===== src/apdr_consts.svh =====
// reset values, field positions and fixed codes of the phase delay block
`ifndef APDR_CONSTS_SVH
`define APDR_CONSTS_SVH

`define APDR_PHASE_W       12
`define APDR_PHASE_RST     12'h000
`define APDR_RATIO_SEL_W     3
`define APDR_RATIO_SEL_RST   3'h3
`define APDR_MERGE_RST       1'b1
`define APDR_RATIO_MIN_LOG   5
`define APDR_COMP_RST      4'h3
`define APDR_CODE_RST      24'h000000
`define APDR_CODE_W        24
`define APDR_TIME_W        13
`define APDR_CFG_MERGE_BIT 3

`endif


===== src/apdr_pkg.sv =====
// types shared by the phase delay and hard reset block
package apdr_pkg;

  // configuration word carried on the config write and readback ports
  typedef struct packed {
    logic       readyMergeMode;
    logic [2:0] ratioSel;
  } apdr_cfg_t;

  // one-hot control states
  typedef enum logic [1:0] {
    ST_HOLD = 2'b01,
    ST_RUN  = 2'b10
  } apdr_state_t;

  // per-channel filter output pair
  typedef struct packed {
    logic [23:0] refCode;
    logic [23:0] shfCode;
  } apdr_codes_t;

endpackage


===== src/apdr_core.sv =====
// hard reset handling and inter-channel phase delay generator of a two-channel converter
`timescale 1ns/100ps
`include "apdr_consts.svh"

module apdr_core
  import apdr_pkg::*;
#(
  parameter int TIME_W = `APDR_TIME_W
)(
  // clock and reset
  input  wire logic                   clk,
  input  wire logic                   rst_n,
  // hard reset pin, asynchronous
  input  wire logic                   resetPinN,
  // serial-side register writes
  input  wire logic                   phaseWrEn,
  input  wire logic [11:0]            phaseWrData,
  input  wire logic                   cfgWrEn,
  input  wire apdr_cfg_t              cfgWrData,
  // register readback
  output logic [11:0]                 phaseRd,
  output apdr_cfg_t                   cfgRd,
  // modulator comparator codes and control
  input  wire logic [3:0]             refCompIn,
  input  wire logic [3:0]             shfCompIn,
  output logic [3:0]                  refCompOut,
  output logic [3:0]                  shfCompOut,
  output logic                        modClear,
  // filter results
  output apdr_codes_t                 codesOut,
  // pins toward the host
  input  wire logic                   sdoData,
  output logic                        sdoOut,
  output logic                        sdoOeN,
  output logic                        readyStrobeN,
  output logic                        readyOeN
);

  // reset release and pin synchronisers
  logic        rstMeta_r;
  logic        rstSync_r;
  logic        pinMeta_r;
  logic        pinSync_r;
  wire logic   pinLow = ~pinSync_r;

  always_ff @(posedge clk or negedge rst_n)
  begin
    if (!rst_n)
    begin
      rstMeta_r <= 1'b0;
      rstSync_r <= 1'b0;
      pinMeta_r <= 1'b0;
      pinSync_r <= 1'b0;
    end
    else
    begin
      rstMeta_r <= 1'b1;
      rstSync_r <= rstMeta_r;
      pinMeta_r <= resetPinN;
      pinSync_r <= pinMeta_r;
    end
  end

  // control state
  apdr_state_t             state_r, state_nxt;
  logic [11:0]             phase_r, phase_nxt;
  apdr_cfg_t               cfg_r, cfg_nxt;
  logic [TIME_W-1:0]       time_r, time_nxt;
  logic                    refOn_r, refOn_nxt;
  logic                    shfOn_r, shfOn_nxt;
  logic                    restart;

  // derived timing
  logic [TIME_W-1:0]       halfRatio;
  logic [TIME_W-1:0]       ratioMask;
  logic [TIME_W-1:0]       phaseEff;
  logic [3:0]              signPos;
  logic [TIME_W-1:0]       dRef;
  logic [TIME_W-1:0]       dShf;
  logic                    refHit;
  logic                    shfHit;
  logic                    shfLeads;
  logic                    lagHit;

  assign signPos   = 4'(`APDR_RATIO_MIN_LOG - 1) + {1'b0, cfg_r.ratioSel};
  assign halfRatio = TIME_W'(1) << signPos;
  assign ratioMask = (TIME_W'(1) << (signPos + 4'h1)) - TIME_W'(1);

  // sign-extend from the active sign bit
  genvar gi;
  generate
    for (gi = 0; gi < TIME_W; gi++)
    begin : g_ext
      if (gi < `APDR_PHASE_W)
      begin : g_in
        assign phaseEff[gi] = (gi <= signPos) ? phase_r[gi] : phase_r[signPos];
      end
      else
      begin : g_sx
        assign phaseEff[gi] = phase_r[signPos];
      end
    end
  endgenerate

  // reference window fixed at half ratio from restart
  assign dRef = time_r - halfRatio;
  // positive phase delays the shifted window
  assign dShf = time_r - halfRatio - phaseEff;
  assign refHit = (state_r == ST_RUN) && ((dRef == '0) || (refOn_r && ((dRef & ratioMask) == '0)));
  assign shfHit = (state_r == ST_RUN) && ((dShf == '0) || (shfOn_r && ((dShf & ratioMask) == '0)));
  assign shfLeads = phaseEff[TIME_W-1];
  assign lagHit = shfLeads ? refHit : shfHit;

  // any phase write restarts, value compare not used
  assign restart = pinLow || (phaseWrEn && !pinLow);

  always_comb
  begin
    state_nxt = pinLow ? ST_HOLD : ST_RUN;
    phase_nxt = phase_r;
    cfg_nxt   = cfg_r;
    time_nxt  = time_r + TIME_W'(1);
    refOn_nxt = refOn_r | refHit;
    shfOn_nxt = shfOn_r | shfHit;
    case (state_r)
      ST_HOLD:
      begin
        // registers back to defaults while held
        phase_nxt = `APDR_PHASE_RST;
        cfg_nxt   = '{readyMergeMode: `APDR_MERGE_RST, ratioSel: `APDR_RATIO_SEL_RST};
      end
      ST_RUN:
      begin
        // writes only land outside hard reset
        if (phaseWrEn && !pinLow)
        begin
          phase_nxt = phaseWrData;
        end
        if (cfgWrEn && !pinLow)
        begin
          cfg_nxt = cfgWrData;
        end
      end
      default:
      begin
        state_nxt = ST_HOLD;
      end
    endcase
    // counter from release, restarted with the converters
    if (restart || (state_r != ST_RUN) || (cfgWrEn && !pinLow))
    begin
      time_nxt  = '0;
      refOn_nxt = 1'b0;
      shfOn_nxt = 1'b0;
    end
  end

  always_ff @(posedge clk or negedge rstSync_r)
  begin
    if (!rstSync_r)
    begin
      state_r <= ST_HOLD;
      phase_r <= `APDR_PHASE_RST;
      cfg_r   <= '{readyMergeMode: `APDR_MERGE_RST, ratioSel: `APDR_RATIO_SEL_RST};
      time_r  <= '0;
      refOn_r <= 1'b0;
      shfOn_r <= 1'b0;
    end
    else
    begin
      state_r <= state_nxt;
      phase_r <= phase_nxt;
      cfg_r   <= cfg_nxt;
      time_r  <= time_nxt;
      refOn_r <= refOn_nxt;
      shfOn_r <= shfOn_nxt;
    end
  end

  // filter, double buffer and pins
  logic [`APDR_CODE_W-1:0] refAcc_r, refAcc_nxt;
  logic [`APDR_CODE_W-1:0] shfAcc_r, shfAcc_nxt;
  logic [`APDR_CODE_W-1:0] refBuf_r, refBuf_nxt;
  logic [`APDR_CODE_W-1:0] shfBuf_r, shfBuf_nxt;
  apdr_codes_t             codes_nxt;
  logic [3:0]              refComp_nxt;
  logic [3:0]              shfComp_nxt;
  logic                    modClear_nxt;
  logic                    readyN_nxt;
  logic                    oeN_nxt;
  logic                    sdo_nxt;
  logic                    holdNow;

  // restart acts at once so no stale window leaks into the first result
  assign holdNow = restart || (state_r != ST_RUN) || (cfgWrEn && !pinLow);

  always_comb
  begin
    // both channels integrate every cycle, only the windows differ
    refAcc_nxt   = refHit ? `APDR_CODE_W'(refCompOut) : refAcc_r + `APDR_CODE_W'(refCompOut);
    shfAcc_nxt   = shfHit ? `APDR_CODE_W'(shfCompOut) : shfAcc_r + `APDR_CODE_W'(shfCompOut);
    refBuf_nxt   = refHit ? refAcc_r : refBuf_r;
    shfBuf_nxt   = shfHit ? shfAcc_r : shfBuf_r;
    codes_nxt    = codesOut;
    readyN_nxt   = 1'b1;
    refComp_nxt  = refCompIn;
    shfComp_nxt  = shfCompIn;
    modClear_nxt = 1'b0;
    oeN_nxt      = 1'b0;
    sdo_nxt      = sdoData;
    if (cfg_r.readyMergeMode)
    begin
      // both latch and pulse on the lagging channel only
      if (lagHit)
      begin
        codes_nxt  = '{refCode: refBuf_nxt, shfCode: shfBuf_nxt};
        readyN_nxt = 1'b0;
      end
    end
    else
    begin
      // each channel pulses at its own window edge
      if (refHit)
      begin
        codes_nxt.refCode = refBuf_nxt;
      end
      if (shfHit)
      begin
        codes_nxt.shfCode = shfBuf_nxt;
      end
      readyN_nxt = ~(refHit | shfHit);
    end
    if (holdNow)
    begin
      refAcc_nxt = '0;
      shfAcc_nxt = '0;
      refBuf_nxt = '0;
      shfBuf_nxt = '0;
      readyN_nxt = 1'b1;
    end
    if (pinLow)
    begin
      // zero output code under hard reset
      codes_nxt    = '{refCode: `APDR_CODE_RST, shfCode: `APDR_CODE_RST};
      refComp_nxt  = `APDR_COMP_RST;
      shfComp_nxt  = `APDR_COMP_RST;
      modClear_nxt = 1'b1;
      oeN_nxt      = 1'b1;
      sdo_nxt      = 1'b0;
    end
  end

  always_ff @(posedge clk or negedge rstSync_r)
  begin
    if (!rstSync_r)
    begin
      refAcc_r     <= '0;
      shfAcc_r     <= '0;
      refBuf_r     <= '0;
      shfBuf_r     <= '0;
      codesOut     <= '{refCode: `APDR_CODE_RST, shfCode: `APDR_CODE_RST};
      refCompOut   <= `APDR_COMP_RST;
      shfCompOut   <= `APDR_COMP_RST;
      modClear     <= 1'b1;
      readyStrobeN <= 1'b1;
      readyOeN     <= 1'b1;
      sdoOut       <= 1'b0;
      sdoOeN       <= 1'b1;
      phaseRd      <= `APDR_PHASE_RST;
      cfgRd        <= '{readyMergeMode: `APDR_MERGE_RST, ratioSel: `APDR_RATIO_SEL_RST};
    end
    else
    begin
      refAcc_r     <= refAcc_nxt;
      shfAcc_r     <= shfAcc_nxt;
      refBuf_r     <= refBuf_nxt;
      shfBuf_r     <= shfBuf_nxt;
      codesOut     <= codes_nxt;
      refCompOut   <= refComp_nxt;
      shfCompOut   <= shfComp_nxt;
      modClear     <= modClear_nxt;
      readyStrobeN <= readyN_nxt;
      readyOeN     <= oeN_nxt;
      sdoOut       <= sdo_nxt;
      sdoOeN       <= oeN_nxt;
      phaseRd      <= phase_nxt;
      cfgRd        <= cfg_nxt;
    end
  end

  // checking helpers: cycles since restart or last reference edge, kept apart from the time counter
  logic [TIME_W-1:0] gapCnt_r;
  logic              refSeen_r;

  always_ff @(posedge clk or negedge rstSync_r)
  begin
    if (!rstSync_r)
    begin
      gapCnt_r  <= '0;
      refSeen_r <= 1'b0;
    end
    else
    begin
      gapCnt_r  <= holdNow ? '0 : (refHit ? TIME_W'(1) : gapCnt_r + TIME_W'(1));
      refSeen_r <= holdNow ? 1'b0 : (refSeen_r | refHit);
    end
  end
endmodule // apdr_core


===== config.mk =====
export PLATFORM = sky130hd
export DESIGN_NAME = apdr_core
export DESIGN_NICKNAME = d
export VERILOG_FILES = /design/src/apdr_pkg.sv /design/src/apdr_core.sv
export VERILOG_INCLUDE_DIRS = /design/src /design/src/src
export SDC_FILE = /design/constraint.sdc
export NUM_CORES = 1
export LEC_CHECK = 0
export BUFFER_PORTS_ARGS = -buffer_cell sky130_fd_sc_hd__buf_2
export CAP_MARGIN = 25
export CELL_PAD_IN_SITES_DETAIL_PLACEMENT = 0
export CELL_PAD_IN_SITES_GLOBAL_PLACEMENT = 2
export CORE_MARGIN = 2
export CORE_UTILIZATION = 38
export DETAILED_ROUTE_END_ITERATION = 8
export GPL_ROUTABILITY_DRIVEN = 1
export PLACE_DENSITY = 0.77
export SLEW_MARGIN = 20
export SYNTH_ARGS = -nofsm -noshare
export SYNTH_HDL_FRONTEND = slang
export SYNTH_SLANG_ARGS = --single-unit

===== constraint.sdc =====
create_clock -name clk -period 6.5 [get_ports clk]
set_input_delay 1.3 -clock clk [delete_from_list [all_inputs] [get_ports clk]]
set_output_delay 1.3 -clock clk [all_outputs]
set_load 0.02 [all_outputs]

==> qor.yml, run 1 <==
die:
  num_io_pins: 107
  fp.dieW_um: 172
  start_util: 0.385
  dieArea_sq_um: 29500
  core-area_sq_um: 27800
  rows: 61
  die_h_um: 172
sta:
  finalHoldViolCount: 0
  layout_setup_ws_ns: 0.374
  period_share: 0.942
  setup_violations: 0
  fin_worst_skew_ns: 0.0206
  tightest_slew_ns: 0.888
  period_minus_slack_ns: 6.13
  drv_slew: 0
  rsz0062_at_grt: "false"
  slew_headroom: 0.405
  tns_ns: 0
  fmax_ghz: 0.163
yosys:
  yosysTopAreaCell: "dfrtp_1"
  synth_compound_area_frac: 0.181
  synth_top_family_by_area: "compound AO/OA/AOI/OAI gates"
  avgSynthCellArea_sq_um: 9.85
  synth_ff_type: "dfrtp_1"
  yosysUniqueCellTypes: 87
  synth_xor_area_frac: 0.0585
  syn-cell-area_sq_um: 10700
  ys_seq_elements: 192
  synth_mux_area_frac: 0.0559
  synth_top_cell_area_share: 0.426
  yosysSeqAreaShare: 0.450
  synth-edff-count: 0
  synth_warnings: 0
  synthSimpleGateAreaFrac: 0.159
  synth_area_leaders: "dfrtp_1, mux2i_1, ha_1, nor2_1, a211oi_1"
  async_flop_share: 1.00
  synth_fa_ha_area_frac: 0.0531
  synth_cells: 1086
critical_path:
  critPathCaptureType: "flip-flop"
  cp-startpoint: "cfgRd[0]$_DFFE_PN1P_"
  cp.buffers_inverters: 2
  critPathArrivalTime_ns: 6.45
  required_ns: 6.82
  startpoint_type: "flip-flop"
  crit_fanout: 27
  crit_top_cell: "ha_1"
  critical_path.top_delay_family: "simple AND/OR/NAND/NOR gates"
  cp-endpoint: "codesOut[6]$_DFFE_PN0P_"
  crit_chain: "and2_1 > ha_1 > inv_1 > ha_1 > nand2_1 > o22a_1 > a21oi_1 > nor2_1 > xnor2_1 > ha_1 > or3b_1 > a211oi_1 > or4_1 > a2111oi_1 > nand4b_1 > or4b_4 > o32a_1 > buf_4 > mux2i_1 > a211oi_1"
  r2r_cells: 20
  cpPeakStageDelay_ns: 0.71
  timing.rr.end: "codesOut[6]$_DFFE_PN0P_"
  criticalPathCategory: "flip-flop to flip-flop"
  slowest_stage: "dfstp_2"
  reg2reg_setup_slack_ns: 0.37
  cp_num_cells: 20
  rr_startpoint: "cfgRd[0]$_DFFE_PN1P_"
global_route:
  busiest_layer: "met2"
  overflow: 0
  gr-usage-met2: 0.322
  grt_pass1_wl_mm: 46.7
  globalRouteTotalUtil: 0.203
  grt_max_degree: 92
  use_met1: 0.297
  grt_pass1_vias: 8099
  antenna_found_initial: 1
  use_met3: 0.0297
cells_and_area:
  area_growth_pct: 15.1
  fin_cells: 1566
  final_util: 0.443
  drive_gt1_frac: 0.170
  nNetsFinal: 1247
  final_area_sq_um: 12300
clocking:
  clkSlewWorstSetupHoldPaths_ns: 0.08
  clockBufferDepth: 2
  cts_htree_levels: 4
  cts-root-buf: "clkbuf_16"
  numCtsBuffers: 17
  worstSkewPairLatency_ns: 0.45
  postCtsSetupBuffers: 0
  cts_tree: "built"
  cts_sinks: 192
outcome:
  status: "finished, final reports clean"
drt:
  vias: 8459
  drt-wirelength-per-cell_um: 18.6
  drc: 0
  ant_nets: 0
  vias_per_cell: 5.40
  drt_iter0_drc: 524
  drt_first_pass_iters: 5
  wl_mm: 29.1
place:
  dpl_cell_area_sq_um: 11600
  gp_congestion: 0.851
  dp_cells: 1531
  dp_slack_ns: 0.335
  io_buffers: 106
  hpwl_mm: 20.1
worst_hold_path:
  hp-class: "flip-flop to flip-flop"
  hp-start: "rstMeta_r$_DFF_PN0_"
pwr:
  ir_worst_vdd_v: 0.000227
  p_leak_nw: 5.79
  p_per_area_nw_per_um2: 248
flow_run:
  maxCapViolCount: 0
[synthesized netlist by cell type, types with 7 or more instances]
master	count
dfrtp_1	182
nor2_1	129
a21oi_1	63
nand2_1	61
a211oi_1	58
mux2i_1	53
clkbuf_1	42
ha_1	39
inv_1	35
nor3_1	35
xor2_1	35
xnor2_1	32
o31ai_1	25
o21ai_0	23
nand3_1	22
buf_2	20
and3_1	18
nand2b_1	17
a22o_1	13
nand4_1	12
a21o_1	10
dfstp_2	10
nor2b_1	9
and2_1	8
o21a_1	8
or3_1	8
o211ai_1	7
o21ai_1	7
[cell usage in the layout (no fill, tap or decap), types with 22 or more instances in the layout]
master	instances
nand3_1	22
inv_1	35
o31ai_1	25
xor2_1	35
nor3_1	35
nand2_1	61
o21ai_0	23
buf_4	25
a21oi_1	62
xnor2_1	32
a211oi_1	58
ha_1	39
buf_2	106
dfrtp_1	181
nor2_1	129
mux2i_1	53
[how the worst min path moves through the flow]
stage	to	slack, ns	cells past startpoint
finish	rstSync_r$_DFF_PN0_	0.35	0
global route	rstSync_r$_DFF_PN0_	0.36	0
CTS	rstSync_r$_DFF_PN0_	0.35	0
detailed placement	rstSync_r$_DFF_PN0_	0.33	0
global placement	rstSync_r$_DFF_PN0_	0.33	0
floorplan	pinSync_r$_DFF_PN0_	0.33	0
[registers in the layout, summed over array words and instances, names as in the netlist, 2 cells and up]
name,count
codesOut,48
refAcc_r,24
refBuf_r,24
shfAcc_r,24
shfBuf_r,24
time_r,13
phaseRd,12
cfgRd,4
refCompOut,4
shfCompOut,4
state_r,2
[cells by family (layout without fill, tap and decap cells)]
kind of cell               Yosys count  in the layout
other                                2              6
xor gates and xnor gates            69             69
buffers and inverters              105            203
adders and majority gates           43             43
AOI/OAI and AO/OA                  266            266
and+or+nand+nor                    351            351
muxes                               58             58
DFF                                192            192
[final cells by class]
| cell class | instances | area (sq um) |
|---|---|---|
| Timing Repair Buffer | 134 | 781 |
| Clock inverter | 15 | 195 |
| Sequential cell | 192 | 4820 |
| Inverter | 37 | 139 |
| Antenna cell | 1 | 2.50 |
| Fill cell | 2787 | 15500 |
| Multi-Input combinational cell | 792 | 5470 |
| Tap cell | 378 | 473 |
| Clock buffer | 17 | 425 |
[power breakdown]
part,internal (mW),switching (mW)
clock,0.533,0.565
sequential,1.22,0.0370
combinational,0.245,0.452
total,2.00,1.05
[through the flow]
stage	hold slack (ns)	power, mW
after global routing	0.361	3.21
final	0.352	3.05
after global placement	0.334	1.96
after detailed placement	0.335	1.96
after CTS	0.353	3.07
after floorplan	0.331	1.76
[what timing repair did]
| action | in CTS | in global routing |
|---|---|---|
| hold buffers | 0 | 0 |
| endpoints found under the hold margin | 0 | 0 |
| resized for setup | 0 | 2 |
| setup endpoints to repair | 0 | 19 |
[per-layer routing]
layer,part of all wire,routed length (um),vias to the layer above
met5,0,0,-
li1,-,-,4077
met3,0.034,986,15
met1,0.49,14300,4214
met4,0.0098,285,0
met2,0.46,13500,153
(Power assumes the default switching activity.)
==> run 2: changes to the inputs <==
- BUFFER_PORTS_ARGS: -buffer_cell sky130_fd_sc_hd__buf_2 -> -buffer_cell sky130_fd_sc_hd__clkbuf_2
- GPL_TIMING_DRIVEN: unset -> 1
- RECOVER_POWER: unset -> 25
==> run 2 against run 1 <==
- via count rose by 0.17%
- the flow now finishes with violations (capacitance limit, slew limit)
- combinational power grew 0.7%
- cell area about the same
- register-to-register slack lost 0.06 ns
- hold slack improved by 0.0028 ns
- global-route usage increased by 0.062 points
==> qor.yml, run 2 (synthesis results as in run 1) <==
outcome:
  status: "finished, violations left"
  violations: "capacitance limit, slew limit"
clocking:
  postCtsSetupBuffers: 0  # unchanged
  cts_tree: "built"
  numCtsBuffers: 17  # unchanged
  cts-root-buf: "clkbuf_16"
  clkSlewWorstSetupHoldPaths_ns: 0.08  # about the same
  cts_htree_levels: 4  # unchanged
  cts_sinks: 192  # unchanged
  clockBufferDepth: 2  # unchanged
  worstSkewPairLatency_ns: 0.44  # about the same
sta:
  setup_violations: 0  # unchanged
  period_minus_slack_ns: 6.19  # +0.0620 ns
  slew_headroom: -1.22  # -1.63
  fmax_ghz: 0.162  # -1.0%
  hold_ws_ns: 0.354  # +0.00277 ns
  tightest_slew_ns: 3.34  # +2.45 ns
  finalHoldViolCount: 0  # unchanged
  tns_ns: 0  # unchanged
  drv_slew: 191  # +191
  period_share: 0.952  # +0.00954
  fin_worst_skew_ns: 0.0134  # -0.00726 ns
  rsz0062_at_grt: "false"
critical_path:
  critPathCaptureType: "flip-flop"
  critPathArrivalTime_ns: 6.50  # +0.05 ns
  startpoint_type: "flip-flop"
  slowest_stage: "dfstp_2"
  required_ns: 6.81  # about the same
  critical_path.top_delay_family: "simple AND/OR/NAND/NOR gates"
  cp.buffers_inverters: 2  # unchanged
  r2r_cells: 20  # unchanged
  timing.rr.end: "codesOut[2]$_DFFE_PN0P_"
  criticalPathCategory: "flip-flop to flip-flop"
  rr_startpoint: "cfgRd[0]$_DFFE_PN1P_"
  reg2reg_setup_slack_ns: 0.31  # -0.06 ns
  crit_top_cell: "ha_1"
  cpPeakStageDelay_ns: 0.71  # about the same
  crit_chain: "and2_1 > ha_1 > inv_1 > ha_1 > nand2_1 > o22a_1 > a21oi_1 > nor2_1 > xnor2_1 > ha_1 > or3b_1 > a211oi_1 > or4_1 > a2111oi_0 > nand4b_1 > or4b_4 > o32a_1 > buf_4 > mux2i_1 > a211oi_1"
  crit_fanout: 27  # unchanged
cells_and_area:
  mostFrequentLayoutCells: "dfrtp_1, nor2_1, clkbuf_2"
  fillers: 2782  # -0.18%
  largest_reg_flops: 48  # unchanged
  diodes: 0  # -1
  nNetsFinal: 1250  # +0.24%
  largest_register: "codesOut"
  area_growth_pct: 15.1  # about the same
  drive_gt1_frac: 0.171  # +0.000411
  fin_cells: 1568  # +0.13%
  layout_commonest_cell: "dfrtp_1"
pwr:
  power.total_mw: 3.07  # +0.52%
  p_leak_nw: 5.75  # -0.78%
  p_per_area_nw_per_um2: 249  # +0.47%
  ir_worst_vdd_v: 0.000170  # -25%
drt:
  ant_nets: 0  # unchanged
  drt-wirelength-per-cell_um: 18.7  # +0.94%
  wl_mm: 29.4  # +1.1%
  drt_first_pass_iters: 5  # unchanged
  drt_iter0_drc: 593  # +13%
  drc: 0  # unchanged
  vias: 8473  # +0.17%
  vias_per_cell: 5.40  # about the same
global_route:
  grt_max_degree: 135  # +47%
  grt_pass1_wl_mm: 47.0  # +0.68%
  grt_pass1_vias: 8541  # +5.5%
  globalRouteTotalUtil: 0.204  # +0.000616
  overflow: 0  # unchanged
  antenna_found_initial: 0  # -1
worst_hold_path:
  hold_depth: 0  # unchanged
  hp-start: "rstMeta_r$_DFF_PN0_"
  whs_endpoint: "rstSync_r$_DFF_PN0_"
  hp-class: "flip-flop to flip-flop"
die:
  dieArea_sq_um: 29500  # unchanged
  core-area_sq_um: 27800  # unchanged
  rows: 61  # unchanged
  num_io_pins: 107  # unchanged
  die_h_um: 172  # unchanged
  start_util: 0.385  # unchanged
  fp.dieW_um: 172  # unchanged
place:
  hpwl_mm: 20.3  # +0.83%
  io_buffers: 106  # unchanged
  dp_cells: 1535  # +0.26%
  gp_congestion: 0.865  # +1.7%
flow_run:
  maxCapViolCount: 2  # +2
run 2: cell types whose count changed in the layout (fill, tap and decap cells not counted), moves of 2 or more:
cell      before  now
buf_2        106    0
clkbuf_2       0  105
inv_12         3    0
and2_0         1    3
and2_1         8    6
buf_12         0    2
buf_16         2    0
buf_4         25   27
clkbuf_1       0    2
clkbuf_8       0    2
clkinv_4       0    2
clkinv_8       5    3
run 2: stage by stage:
| stage | util | worst slack, ns | area (sq um) |
|---|---|---|---|
| floorplan | - | 0.755 | 10700 |
| global placement | 0.420 | 0.482 | 11700 |
| detailed placement | 0.421 | 0.449 | 11700 |
| CTS | 0.443 | 0.398 | 12300 |
| global route | 0.443 | 0.00468 | 12300 |
| finish | 0.443 | 0.312 | 12300 |
run 2: final cells by class:
cell class | instances | area, sq um | area share
clock buffer | 19 | 453 | 0.0368
clock inverter | 13 | 166 | 0.0135
multi-input combinational | 792 | 5470 | 0.444
sequential | 192 | 4820 | 0.391
tap | 378 | 473 | 0.0384
inverter | 37 | 139 | 0.0113
timing repair buffer | 137 | 791 | 0.0642
run 2: worst reg2reg max path, stage by stage (launching register included):
cell and delay (ns):
dfstp_2 0.71, and2_1 0.30, ha_1 0.33, inv_1 0.16
ha_1 0.43, nand2_1 0.10, o22a_1 0.28, a21oi_1 0.17
nor2_1 0.06, xnor2_1 0.15, ha_1 0.43, or3b_1 0.23
a211oi_1 0.05, or4_1 0.41, a2111oi_0 0.51, nand4b_1 0.20
or4b_4 0.57, o32a_1 0.22, buf_4 0.30, mux2i_1 0.21
a211oi_1 0.26
run 2: how the worst max path moves through the flow:
stage	end	cells past startpoint	slack (ns)	startpoint
2_1_floorplan	codesOut[10]$_DFFE_PN0P_	23	0.75	cfgRd[0]$_DFFE_PN1P_
3_3_place_gp	codesOut[3]$_DFFE_PN0P_	19	0.48	cfgRd[1]$_DFFE_PN1P_
3_5_place_dp	codesOut[19]$_DFFE_PN0P_	19	0.45	cfgRd[1]$_DFFE_PN1P_
4_1_cts	codesOut[2]$_DFFE_PN0P_	19	0.40	cfgRd[1]$_DFFE_PN1P_
5_1_grt	codesOut[2]$_DFFE_PN0P_	20	0.005	cfgRd[0]$_DFFE_PN1P_
6_report	codesOut[2]$_DFFE_PN0P_	20	0.31	cfgRd[0]$_DFFE_PN1P_
run 2: what timing repair did:
item,4_1_cts,5_1_grt
setup endpoints to repair,0,7
hold buffers,0,0
resized for setup,0,2
run 2: power breakdown:
group	internal (mW)	total (mW)	switching, mW
clock network	0.574	1.11	0.533
logic	0.247	0.702	0.456
registers	1.22	1.26	0.0377
run 2: metal layers:
layer	up-vias	wire length, um	track usage
li1	4077	-	-
met1	4183	14200	0.288
met2	174	13500	0.327
met3	39	989	0.0276
met4	0	650	0.0603
met5	-	0	0
